$ cat src/logic/ucb_map.vh
// Register offsets, field positions, reset values and timing counts of the serial port block
`ifndef UCB_MAP_VH
`define UCB_MAP_VH
`define UCB_OFF_CTRL 12'h098
`define UCB_OFF_PWR 12'h09C
`define UCB_OFF_TIMER_MODE_REG 12'h0A0
`define UCB_OFF_RELOAD 12'h0A4
`define UCB_OFF_TXDATA 12'h0A8
`define UCB_OFF_RXDATA 12'h0AC
`define UCB_OFF_ISTAT 12'h0B0
`define UCB_OFF_IMASK 12'h0B4
`define UCB_CTRL_RESET 8'h00
`define UCB_BIT_MSU 7
`define UCB_BIT_MSL 6
`define UCB_BIT_MPF 5
`define UCB_BIT_REN 4
`define UCB_BIT_TB8 3
`define UCB_BIT_RB8 2
`define UCB_BIT_TI 1
`define UCB_BIT_RI 0
`define UCB_PWR_BDBL 7
`define UCB_PWR_FEVS 6
`define UCB_MODE0 2'h0
`define UCB_MODE1 2'h1
`define UCB_MODE2 2'h2
`define UCB_MODE3 2'h3
`define UCB_DIV_M0 8'h06
`define UCB_DIV_M2_SLOW 8'h20
`define UCB_DIV_M2_FAST 8'h10
`define UCB_T1_PRESCALE 8'h06
`define UCB_OVF_SLOW 5'h10
`define UCB_OVF_FAST 5'h08
`define UCB_SAMPLES 5'h10
`define UCB_MID_A 4'h7
`define UCB_MID_B 4'h8
`define UCB_MID_C 4'h9
`define UCB_TIMER_MODE_REG_ONESHOT_13 2'h0
`define UCB_TIMER_MODE_REG_16 2'h1
`define UCB_TIMER_MODE_REG_RELOAD 2'h2
`define UCB_TIMER_MODE_REG_STOP 2'h3
`define UCB_IRQ_W 3
`define UCB_IRQ_TX 0
`define UCB_IRQ_RX 1
`define UCB_IRQ_FE 2
`endif

$ cat src/logic/ucb_sync.v
// Three-stage input synchroniser with agreement filter
`timescale 1ns/10ps
`default_nettype none
module ucb_sync (
  // Clock and reset
  input wire ref_clk,
  input wire rst,
  // Pin and filtered level
  input wire pin,
  output reg level
);
  reg s1_r;
  reg s2_r;
  reg s3_r;
  always @(posedge ref_clk or posedge rst) begin
    if (rst) begin
      s1_r <= 1'b1;
      s2_r <= 1'b1;
      s3_r <= 1'b1;
      level <= 1'b1;
    end else begin
      s1_r <= pin;
      s2_r <= s1_r;
      s3_r <= s2_r;
      // Only a change seen by two later stages counts
      if (s2_r == s3_r) begin
        level <= s3_r;
      end
    end
  end
endmodule // ucb_sync
`default_nettype wire

$ cat src/logic/ucb_baud.v
// Bit-rate tick generator: fixed divisors and a timer 1 overflow source
`timescale 1ns/10ps
`default_nettype none
`include "ucb_map.vh"
module ucb_baud (
  // Clock and reset
  input wire ref_clk,
  input wire rst,
  // Configuration
  input wire [1:0] mode,
  input wire baud_double,
  input wire [1:0] t1_mode,
  input wire t1_counter,
  input wire t1_ext_tick,
  input wire [7:0] timer1_reload_value,
  // Tick out: mode 0 bit rate or 16x sample rate otherwise
  output reg tick,
  output reg t1_ovf
);
  reg [7:0] pre_r;
  reg [7:0] div_r;
  reg [15:0] t1_r;
  reg [4:0] ovf_r;
  reg [7:0] fdiv;
  wire t1_inc;
  wire [4:0] ovf_lim;
  reg t1_wrap;
  assign t1_inc = t1_counter ? t1_ext_tick : (pre_r == `UCB_T1_PRESCALE - 8'h01);
  assign ovf_lim = baud_double ? `UCB_OVF_FAST : `UCB_OVF_SLOW;
  always @* begin
    fdiv = `UCB_DIV_M0;
    if (mode == `UCB_MODE2) begin
      fdiv = baud_double ? `UCB_DIV_M2_FAST : `UCB_DIV_M2_SLOW;
    end
    case (t1_mode)
      `UCB_TIMER_MODE_REG_ONESHOT_13: t1_wrap = (t1_r[12:0] == 13'h1FFF);
      `UCB_TIMER_MODE_REG_16: t1_wrap = (t1_r == 16'hFFFF);
      `UCB_TIMER_MODE_REG_RELOAD: t1_wrap = (t1_r[7:0] == 8'hFF);
      default: t1_wrap = 1'b0;
    endcase
  end
  // Mode 2 ticks 16 times per bit, so divide by one sixteenth of the bit divisor
  always @(posedge ref_clk or posedge rst) begin
    if (rst) begin
      pre_r <= 8'h00;
      div_r <= 8'h00;
      t1_r <= 16'h0000;
      ovf_r <= 5'h00;
      tick <= 1'b0;
      t1_ovf <= 1'b0;
    end else begin
      pre_r <= (pre_r == `UCB_T1_PRESCALE - 8'h01) ? 8'h00 : pre_r + 8'h01;
      t1_ovf <= 1'b0;
      tick <= 1'b0;
      if (t1_inc && t1_mode != `UCB_TIMER_MODE_REG_STOP) begin
        if (t1_wrap) begin
          t1_ovf <= 1'b1;
          t1_r <= (t1_mode == `UCB_TIMER_MODE_REG_RELOAD) ? {8'h00, timer1_reload_value} : 16'h0000;
        end else begin
          t1_r <= t1_r + 16'h0001;
        end
      end
      if (mode == `UCB_MODE1 || mode == `UCB_MODE3) begin
        // 16x rate is overflow/2 or overflow/1, so a bit is ovf/32 or ovf/16
        if (t1_ovf) begin
          if (ovf_r >= (ovf_lim >> 3) - 5'h01) begin
            ovf_r <= 5'h00;
            tick <= 1'b1;
          end else begin
            ovf_r <= ovf_r + 5'h01;
          end
        end
        div_r <= 8'h00;
      end else begin
        ovf_r <= 5'h00;
        if (mode == `UCB_MODE0) begin
          div_r <= (div_r >= fdiv - 8'h01) ? 8'h00 : div_r + 8'h01;
          tick <= (div_r >= fdiv - 8'h01);
        end else begin
          div_r <= (div_r >= (fdiv >> 4) - 8'h01) ? 8'h00 : div_r + 8'h01;
          tick <= (div_r >= (fdiv >> 4) - 8'h01);
        end
      end
    end
  end
endmodule // ucb_baud
`default_nettype wire

$ cat src/logic/ucb_uart.v
// Serial port control, status, baud selection and framing with an APB register slave
//
// Design decision made here: the APB interface to the registers.
`timescale 1ns/10ps
`default_nettype none
`include "ucb_map.vh"
module ucb_uart (
  // Clock and reset
  input wire ref_clk,
  input wire rst,
  // APB slave
  input wire psel,
  input wire penable,
  input wire pwrite,
  input wire [11:0] paddr,
  input wire [31:0] pwdata,
  output wire pready,
  output reg [31:0] prdata,
  output wire pslverr,
  // Serial pins; in mode 0 rxd is two-way
  input wire rxd_in,
  output reg rxd_out,
  output reg rxd_oe,
  output reg txd,
  // Timer 1 external count input
  input wire t1_pin,
  // Interrupt
  output wire irq
);
  localparam ST_IDLE = 4'b0001;
  localparam ST_START = 4'b0010;
  localparam ST_DATA = 4'b0100;
  localparam ST_STOP = 4'b1000;

  ////////////////////////////////////////////////////////////////////////
  reg mode_select_upper_r;
  reg mode_select_lower_r;
  reg multiproc_filter_r;
  reg rx_enable_r;
  reg tx_ninth_bit_r;
  reg rx_ninth_bit_r;
  reg tx_done_flag_r;
  reg rx_done_flag_r;
  reg framing_error_flag_r;
  reg baud_double_r;
  reg fe_view_select_r;
  reg [3:0] timer_mode_reg_r;
  reg [7:0] timer1_reload_value_r;
  reg [7:0] rx_buf_r;
  reg [`UCB_IRQ_W-1:0] istat_r;
  reg [`UCB_IRQ_W-1:0] imask_r;
  wire rxd_s;
  wire t1_s;
  reg t1_s_d_r;
  wire tick;
  wire t1_ovf;
  wire [1:0] mode;
  wire wr_en;
  wire rd_en;
  reg [7:0] ctrl_view;
  assign mode = {mode_select_upper_r, mode_select_lower_r};
  assign wr_en = psel & penable & pwrite;
  assign rd_en = psel & penable & ~pwrite;
  assign pready = 1'b1;
  assign pslverr = 1'b0;
  assign irq = |(istat_r & imask_r);

  ucb_sync u_rx_sync (
    .ref_clk(ref_clk),
    .rst(rst),
    .pin(rxd_in),
    .level(rxd_s)
  );
  ucb_sync u_t1_sync (
    .ref_clk(ref_clk),
    .rst(rst),
    .pin(t1_pin),
    .level(t1_s)
  );
  ucb_baud u_baud (
    .ref_clk(ref_clk),
    .rst(rst),
    .mode(mode),
    .baud_double(baud_double_r),
    .t1_mode(timer_mode_reg_r[1:0]),
    .t1_counter(timer_mode_reg_r[2]),
    .t1_ext_tick(t1_s_d_r & ~t1_s),
    .timer1_reload_value(timer1_reload_value_r),
    .tick(tick),
    .t1_ovf(t1_ovf)
  );

  ////////////////////////////////////////////////////////////////////////
  // Transmitter: modes 1-3 send start, 8 data, optional ninth, stop; mode 0 sends the 8 data bits alone
  reg [3:0] tx_st_r;
  reg [8:0] tx_sh_r;
  reg [3:0] tx_cnt_r;
  reg [3:0] tx_sub_r;
  reg tx_pend_r;
  reg tx_done_set;
  wire tx_wr;
  wire nine_bit;
  wire bit_tick;
  assign tx_wr = wr_en && paddr == `UCB_OFF_TXDATA;
  assign nine_bit = mode_select_upper_r;
  // In modes 1-3 the tick is 16x the bit rate
  assign bit_tick = tick && (mode == `UCB_MODE0 || tx_sub_r == 4'hF);

  always @(posedge ref_clk or posedge rst) begin
    if (rst) begin
      tx_st_r <= ST_IDLE;
      tx_sh_r <= 9'h1FF;
      tx_cnt_r <= 4'h0;
      tx_sub_r <= 4'h0;
      tx_pend_r <= 1'b0;
      txd <= 1'b1;
      tx_done_set <= 1'b0;
    end else begin
      tx_done_set <= 1'b0;
      if (tick) begin
        tx_sub_r <= tx_sub_r + 4'h1;
      end
      if (tx_wr) begin
        tx_pend_r <= 1'b1;
        tx_sh_r <= {tx_ninth_bit_r | ~nine_bit, pwdata[7:0]};
      end
      case (tx_st_r)
        ST_IDLE: begin
          txd <= 1'b1;
          tx_cnt_r <= 4'h0;
          if (tx_pend_r && bit_tick) begin
            tx_pend_r <= 1'b0;
            tx_st_r <= (mode == `UCB_MODE0) ? ST_DATA : ST_START;
            txd <= (mode == `UCB_MODE0) ? 1'b1 : 1'b0;
          end
        end
        ST_START: begin
          if (bit_tick) begin
            txd <= tx_sh_r[0];
            tx_sh_r <= {1'b1, tx_sh_r[8:1]};
            tx_st_r <= ST_DATA;
          end
        end
        ST_DATA: begin
          if (bit_tick) begin
            tx_cnt_r <= tx_cnt_r + 4'h1;
            if (tx_cnt_r == ((nine_bit || mode == `UCB_MODE0) ? 4'h8 : 4'h7)) begin
              txd <= 1'b1;
              tx_st_r <= (mode == `UCB_MODE0) ? ST_IDLE : ST_STOP;
              tx_done_set <= (mode == `UCB_MODE0);
            end else begin
              txd <= tx_sh_r[0];
              tx_sh_r <= {1'b1, tx_sh_r[8:1]};
            end
          end
        end
        ST_STOP: begin
          if (bit_tick) begin
            tx_st_r <= ST_IDLE;
            tx_done_set <= 1'b1;
          end
        end
        default: tx_st_r <= ST_IDLE;
      endcase
    end
  end

  ////////////////////////////////////////////////////////////////////////
  // Receiver: modes 1-3 oversample 16x with 2-of-3 majority at samples 7, 8, 9; mode 0 takes one sample per tick
  reg [3:0] rx_st_r;
  reg [3:0] rx_ph_r;
  reg [3:0] rx_cnt_r;
  reg [8:0] rx_sh_r;
  reg [2:0] rx_vote_r;
  reg rxd_d_r;
  reg rx_done_set;
  reg fe_set;
  reg rx_load;
  reg [7:0] rx_data_nxt;
  reg rx_nine_nxt;
  wire vote;
  wire [8:0] rx_frame;
  assign vote = (rx_vote_r[0] & rx_vote_r[1]) | (rx_vote_r[0] & rx_vote_r[2]) | (rx_vote_r[1] & rx_vote_r[2]);
  assign rx_frame = {vote, rx_sh_r[8:1]};

  always @(posedge ref_clk or posedge rst) begin
    if (rst) begin
      rx_st_r <= ST_IDLE;
      rx_ph_r <= 4'h0;
      rx_cnt_r <= 4'h0;
      rx_sh_r <= 9'h1FF;
      rx_vote_r <= 3'h7;
      rxd_d_r <= 1'b1;
      rx_done_set <= 1'b0;
      fe_set <= 1'b0;
      rx_load <= 1'b0;
      rx_data_nxt <= 8'h00;
      rx_nine_nxt <= 1'b0;
      rxd_out <= 1'b1;
      rxd_oe <= 1'b0;
      t1_s_d_r <= 1'b1;
    end else begin
      t1_s_d_r <= t1_s;
      rxd_d_r <= rxd_s;
      rx_done_set <= 1'b0;
      fe_set <= 1'b0;
      rx_load <= 1'b0;
      // Mode 0 drives data out on the two-way pin during a send
      rxd_oe <= (mode == `UCB_MODE0) && (tx_st_r == ST_DATA);
      rxd_out <= txd;
      if (tick) begin
        rx_ph_r <= rx_ph_r + 4'h1;
        if (rx_ph_r == `UCB_MID_A || rx_ph_r == `UCB_MID_B || rx_ph_r == `UCB_MID_C) begin
          rx_vote_r <= {rx_vote_r[1:0], rxd_s};
        end
      end
      case (rx_st_r)
        ST_IDLE: begin
          rx_cnt_r <= 4'h0;
          if (mode == `UCB_MODE0) begin
            // Mode 0 receives once enabled and the flag is clear
            if (rx_enable_r && !rx_done_flag_r && tick) begin
              rx_st_r <= ST_DATA;
            end
          end else if (rx_enable_r && rxd_d_r && !rxd_s) begin
            rx_ph_r <= 4'h0;
            rx_sh_r <= 9'h1FF;
            rx_st_r <= ST_START;
          end
        end
        ST_START: begin
          if (tick && rx_ph_r == 4'hF) begin
            // False start bits are dropped
            rx_st_r <= vote ? ST_IDLE : ST_DATA;
          end
        end
        ST_DATA: begin
          if (mode == `UCB_MODE0) begin
            if (tick) begin
              rx_sh_r <= {rxd_s, rx_sh_r[8:1]};
              rx_cnt_r <= rx_cnt_r + 4'h1;
              if (rx_cnt_r == 4'h7) begin
                rx_st_r <= ST_IDLE;
                rx_load <= 1'b1;
                rx_data_nxt <= {rxd_s, rx_sh_r[8:2]};
                rx_nine_nxt <= rx_ninth_bit_r;
              end
            end
          end else if (tick && rx_ph_r == 4'hF) begin
            rx_sh_r <= rx_frame;
            rx_cnt_r <= rx_cnt_r + 4'h1;
            if (rx_cnt_r == (nine_bit ? 4'h8 : 4'h7)) begin
              rx_st_r <= ST_STOP;
            end
          end
        end
        ST_STOP: begin
          if (tick && rx_ph_r == 4'hF) begin
            rx_st_r <= ST_IDLE;
            fe_set <= ~vote;
            if (!rx_done_flag_r) begin
              if (nine_bit) begin
                rx_load <= !multiproc_filter_r || rx_sh_r[8];
                rx_data_nxt <= rx_sh_r[7:0];
                rx_nine_nxt <= rx_sh_r[8];
              end else begin
                rx_load <= !multiproc_filter_r || vote;
                rx_data_nxt <= rx_sh_r[8:1];
                rx_nine_nxt <= vote;
              end
            end
          end
        end
        default: rx_st_r <= ST_IDLE;
      endcase
    end
  end

  ////////////////////////////////////////////////////////////////////////
  // Registers; hardware sets beat software clears in the same cycle
  wire ctrl_wr;
  wire [7:0] wd;
  assign ctrl_wr = wr_en && paddr == `UCB_OFF_CTRL;
  assign wd = pwdata[7:0];

  always @(posedge ref_clk or posedge rst) begin
    if (rst) begin
      mode_select_upper_r <= 1'b0;
      mode_select_lower_r <= 1'b0;
      multiproc_filter_r <= 1'b0;
      rx_enable_r <= 1'b0;
      tx_ninth_bit_r <= 1'b0;
      rx_ninth_bit_r <= 1'b0;
      tx_done_flag_r <= 1'b0;
      rx_done_flag_r <= 1'b0;
      framing_error_flag_r <= 1'b0;
      baud_double_r <= 1'b0;
      fe_view_select_r <= 1'b0;
      timer_mode_reg_r <= 4'h0;
      timer1_reload_value_r <= 8'h00;
      rx_buf_r <= 8'h00;
      istat_r <= {`UCB_IRQ_W{1'b0}};
      imask_r <= {`UCB_IRQ_W{1'b0}};
    end else begin
      if (ctrl_wr) begin
        if (fe_view_select_r) begin
          framing_error_flag_r <= wd[`UCB_BIT_MSU];
        end else begin
          mode_select_upper_r <= wd[`UCB_BIT_MSU];
        end
        mode_select_lower_r <= wd[`UCB_BIT_MSL];
        multiproc_filter_r <= wd[`UCB_BIT_MPF];
        rx_enable_r <= wd[`UCB_BIT_REN];
        tx_ninth_bit_r <= wd[`UCB_BIT_TB8];
        rx_ninth_bit_r <= wd[`UCB_BIT_RB8];
        tx_done_flag_r <= wd[`UCB_BIT_TI];
        rx_done_flag_r <= wd[`UCB_BIT_RI];
      end
      if (wr_en && paddr == `UCB_OFF_PWR) begin
        baud_double_r <= wd[`UCB_PWR_BDBL];
        fe_view_select_r <= wd[`UCB_PWR_FEVS];
      end
      if (wr_en && paddr == `UCB_OFF_TIMER_MODE_REG) begin
        timer_mode_reg_r <= wd[7:4];
      end
      if (wr_en && paddr == `UCB_OFF_RELOAD) begin
        timer1_reload_value_r <= wd;
      end
      if (wr_en && paddr == `UCB_OFF_IMASK) begin
        imask_r <= wd[`UCB_IRQ_W-1:0];
      end
      if (rd_en && paddr == `UCB_OFF_ISTAT) begin
        // Clear only what the read returned, so an event in the setup cycle survives
        istat_r <= istat_r & ~prdata[`UCB_IRQ_W-1:0];
      end
      // Hardware only ever sets flags here; clearing is software's job
      if (tx_done_set) begin
        tx_done_flag_r <= 1'b1;
        istat_r[`UCB_IRQ_TX] <= 1'b1;
      end
      if (rx_load) begin
        rx_done_flag_r <= 1'b1;
        rx_buf_r <= rx_data_nxt;
        rx_ninth_bit_r <= rx_nine_nxt;
        istat_r[`UCB_IRQ_RX] <= 1'b1;
      end
      if (fe_set) begin
        framing_error_flag_r <= 1'b1;
        istat_r[`UCB_IRQ_FE] <= 1'b1;
      end
    end
  end

  always @* begin
    ctrl_view = {fe_view_select_r ? framing_error_flag_r : mode_select_upper_r,
      mode_select_lower_r, multiproc_filter_r, rx_enable_r, tx_ninth_bit_r,
      rx_ninth_bit_r, tx_done_flag_r, rx_done_flag_r};
  end

  always @(posedge ref_clk or posedge rst) begin
    if (rst) begin
      prdata <= 32'h00000000;
    end else if (psel && !penable && !pwrite) begin
      case (paddr)
        `UCB_OFF_CTRL: prdata <= {24'h000000, ctrl_view};
        `UCB_OFF_PWR: prdata <= {24'h000000, baud_double_r, fe_view_select_r, 6'h00};
        `UCB_OFF_TIMER_MODE_REG: prdata <= {24'h000000, timer_mode_reg_r, 4'h0};
        `UCB_OFF_RELOAD: prdata <= {24'h000000, timer1_reload_value_r};
        `UCB_OFF_RXDATA: prdata <= {24'h000000, rx_buf_r};
        `UCB_OFF_ISTAT: prdata <= {29'h0000000, istat_r};
        `UCB_OFF_IMASK: prdata <= {29'h0000000, imask_r};
        default: prdata <= 32'h00000000;
      endcase
    end
  end
endmodule // ucb_uart
`default_nettype wire

$ cat config.mk
export PLATFORM = sky130hd
export DESIGN_NAME = ucb_uart
export DESIGN_NICKNAME = d
export VERILOG_FILES = /design/src/logic/ucb_sync.v /design/src/logic/ucb_baud.v /design/src/logic/ucb_uart.v
export VERILOG_INCLUDE_DIRS = /design/src /design/src/logic
export SDC_FILE = /design/constraint.sdc
export NUM_CORES = 1
export LEC_CHECK = 0
export BUFFER_PORTS_ARGS = -buffer_cell sky130_fd_sc_hd__buf_2
export CORE_AREA = 3 3 165 103
export CTS_CLUSTER_SIZE = 12
export DETAILED_ROUTE_END_ITERATION = 7
export DIE_AREA = 0 0 168 106
export GPL_ROUTABILITY_DRIVEN = 0
export PLACE_DENSITY = 0.74
export SETUP_SLACK_MARGIN = 0.4
export SKIP_LAST_GASP = 1
export SYNTH_ARGS = -nofsm -noshare
export SYNTH_HDL_FRONTEND = slang
export SYNTH_SLANG_ARGS = --single-unit
$ cat constraint.sdc
create_clock -name ref_clk -period 5 [get_ports ref_clk]
set_input_delay 0.75 -clock ref_clk [delete_from_list [all_inputs] [get_ports ref_clk]]
set_output_delay 0.75 -clock ref_clk [all_outputs]
set_load 0.02 [all_outputs]
==> flow_summary.yaml <==
cells_and_area:
  diodes: 0
  mostFrequentLayoutCells: "dfrtp_1 (120), nand2_1 (69), nor2_1 (61), mux2_2 (58), o21ai_0 (42)"
  area_growth_pct: 10.51
  design_area_um2: 9076
  drive_above_1_share_pct: 22.69
  seq_area_um2: 3923
  multi_input_area_um2: 3958
  nets: 888
  layout_commonest_cell: "dfrtp_1"
  nFillCells: 1280
clocking:
  cts_tree: "done"
  cts.clk_slew.worst_paths_ns: 0.07
  cts_root_buf: "clkbuf_16"
  postCtsHoldBufs: 0
  cts_resized: 0
  clk_latency_ns: 0.43
  cts_setup_buffers: 0
  clock_path_buffers: 2
  htreeDepth: 4
  cts_made_buffers: 17
  cts_sinks: 155
timing:
  setup_ws_ns: 1.545
  finalCritPeriodShare_pct: 69.10
  slew_headroom_pct: 25.99
  finalSetupViolations: 0
  rsz0062_at_grt: "no"
  max_freq_ghz: 0.2894
  worst_pin_slew_ns: 1.095
  min_period_ns: 3.455
  setup_tns_ns: 0
  finalClockSkew_ns: 0.01584
  report.final.slew_viol_count: 0
  hold_violations: 0
floorplanning:
  initial_core_util_pct: 53.43
  io_pins: 89
  core-area_um2: 15370
  fp.dieH_um: 106
  fp.dieW_um: 168
  die_area_um2: 17810
  rows: 35
flow_run:
  max_cap_viol_count: 0
grt:
  antenna_found_initial: 0
  grt_pass1_wl_um: 29610
  grt_pass1_vias: 5694
  grt_use_total_pct: 20.60
  overflow: 0
  grt_max_degree: 156
critical_path:
  reg2reg_depth: 9
  cp-startpoint: "mode_select_upper_r"
  worst_ep_arrival_time_ns: 3.71
  crit_path_max_fanout: 20
  cp-start-kind: "flop"
  crit_type: "reg -> reg"
  r2r_start: "mode_select_upper_r"
  critPathCaptureType: "flop"
  r2r_end: "u_baud.div_r[1]"
  reg2reg_setup_slack_ns: 1.54
  endpoint: "u_baud.div_r[1]"
  required_ns: 5.26
placement:
  placed_area_um2: 8449
  dp_hpwl_um: 12560
  port_buffers: 38
  place_worst_setup_slack_ns: 1.645
pwr:
  ir_drop_mv: 0.2283
  powerDensity_nw_per_um2: 382.2
  total_leakage_power_nw: 4.086
status:
  run_status: "complete, no violations"
hold_path:
  hold_class: "reg -> reg"
  hold_depth: 0
routing:
  ant_nets: 0
  routed-via-count: 5964
  route.detailed.drc: 0
  wl_um: 17740
  wl_per_cell_um: 17.27
  via_per_inst: 5.807
  drt-pass1-iter-count: 7
  initialDrtViolationCount: 588
logic_synthesis:
  ys_seq_area_share_pct: 47.76
  async_reset_ff_share_pct: 100.0
  yosysWarnings: 0
  syn_avg_cell_area_um2: 10.54
  ys.flop_type: "dfrtp_1"
  ys_seq_elements: 155
  synth_edf_count: 0
  synth_cell_type_count: 82
  synth_cells: 779
  synth.cell_area_um2: 8213
Yosys cell counts, drive strengths merged (3+ instances only):
library cell / count / share of area (%)
dfrtp: 120 / 37
a211oi: 6 / 0.55
and4b: 3 / 0.37
o21bai: 6 / 0.55
clkbuf: 8 / 0.37
a2bb2oi: 3 / 0.32
mux2: 59 / 8.1
a21o: 9 / 0.82
mux2i: 14 / 1.7
nand4: 12 / 0.91
xor2: 9 / 0.96
and3b: 4 / 0.43
nor2: 61 / 2.8
inv: 19 / 0.87
a41oi: 5 / 0.53
nand3: 28 / 1.8
a222oi: 4 / 0.49
nand2b: 9 / 0.69
nand2: 70 / 3.2
a21oi: 36 / 2.3
or3: 5 / 0.38
o31ai: 4 / 0.37
a221oi: 4 / 0.43
a211o: 5 / 0.53
a21boi: 4 / 0.41
nor4b: 7 / 1.0
dfstp: 35 / 11
maj3: 3 / 0.37
a22o: 5 / 0.53
and3: 11 / 0.84
buf: 49 / 4.1
o22a: 3 / 0.34
and2: 3 / 0.23
nor2b: 11 / 0.84
nor4: 3 / 0.41
ha: 26 / 4.0
xnor2: 13 / 1.4
nor3b: 7 / 0.70
a31oi: 7 / 0.53
nor3: 12 / 0.93
o21a: 3 / 0.27
o21ai: 44 / 2.7
a22oi: 3 / 0.27
stage by stage:
step	power (mW)	util, %	hold WS (ns)	cells
2_1_floorplan	1.991	-	0.3452	806
3_3_place_gp	2.093	54.97	0.3454	995
3_5_place_dp	2.114	54.97	0.3482	995
4_1_cts	3.492	59.05	0.3601	1027
5_1_grt	3.658	59.05	0.3657	1027
6_report	3.469	59.05	0.3582	1027
cell families after synthesis:
family | synth area share [%]
other cells | 0.09144
flops | 47.76
xor+xnor | 2.346
fa+ha+maj | 4.327
simple gates | 16.56
buf+inv | 5.363
compound gates | 13.76
mux | 9.796
worst max-delay path, cell delays in order, from the launching register on:
cell and delay (ns):
dfrtp_1 0.95, nand2b_1 0.29, inv_1 0.28, nand2_1 0.10
ha_1 0.28, nor2b_1 0.05, o21bai_1 0.15, a211oi_1 0.10
o311ai_1 0.88, a21boi_0 0.21
state kept, by name (all words and copies together) (netlist names), 3 cells and up:
| register | cells |
|---|---|
| u_baud.ovf_r | 5 |
| u_baud.div_r | 8 |
| imask_r | 3 |
| timer1_reload_value_r | 8 |
| tx_st_r | 4 |
| rx_data_nxt | 8 |
| tx_sh_r | 9 |
| u_baud.t1_r | 16 |
| u_baud.pre_r | 8 |
| rx_buf_r | 8 |
| tx_cnt_r | 4 |
| timer_mode_reg_r | 4 |
| prdata | 8 |
| rx_cnt_r | 4 |
| istat_r | 3 |
| rx_vote_r | 3 |
| rx_st_r | 4 |
| rx_ph_r | 4 |
| rx_sh_r | 9 |
| tx_sub_r | 4 |
metal layers:
metal | track usage, % | vias to the layer above | part of all wire [%]
li1 | - | 2822 | -
met1 | 32.55 | 2923 | 51
met2 | 28.41 | 207 | 41
met3 | 5.017 | 12 | 7.3
met4 | 4.495 | 0 | 0.60
met5 | 0 | - | 0
power breakdown:
part	switching [mW]	leakage, nW	internal, mW
Clock	0.561	0.305	0.806
Combinational	0.289	1.79	0.227
Sequential	0.167	2.00	1.42
final cells by class:
cell class | count | area share (%)
inverter | 19 | 0.8271
timing repair buffer | 43 | 2.647
sequential | 155 | 43.22
clock buffer | 17 | 4.687
clock inverter | 15 | 2.219
multi-input combinational | 575 | 43.60
tap | 203 | 2.798
worst min path at each step:
stage	startpoint	end	slack (ns)
after CTS	u_rx_sync.s1_r	u_rx_sync.s2_r	0.36
after floorplan	u_rx_sync.s1_r	u_rx_sync.s2_r	0.35
after global placement	u_rx_sync.s1_r	u_rx_sync.s2_r	0.35
after global routing	u_rx_sync.s1_r	u_rx_sync.s2_r	0.37
after detailed placement	u_t1_sync.s1_r	u_t1_sync.s2_r	0.35
final	u_rx_sync.s1_r	u_rx_sync.s2_r	0.36
(Power assumes the default switching activity.)
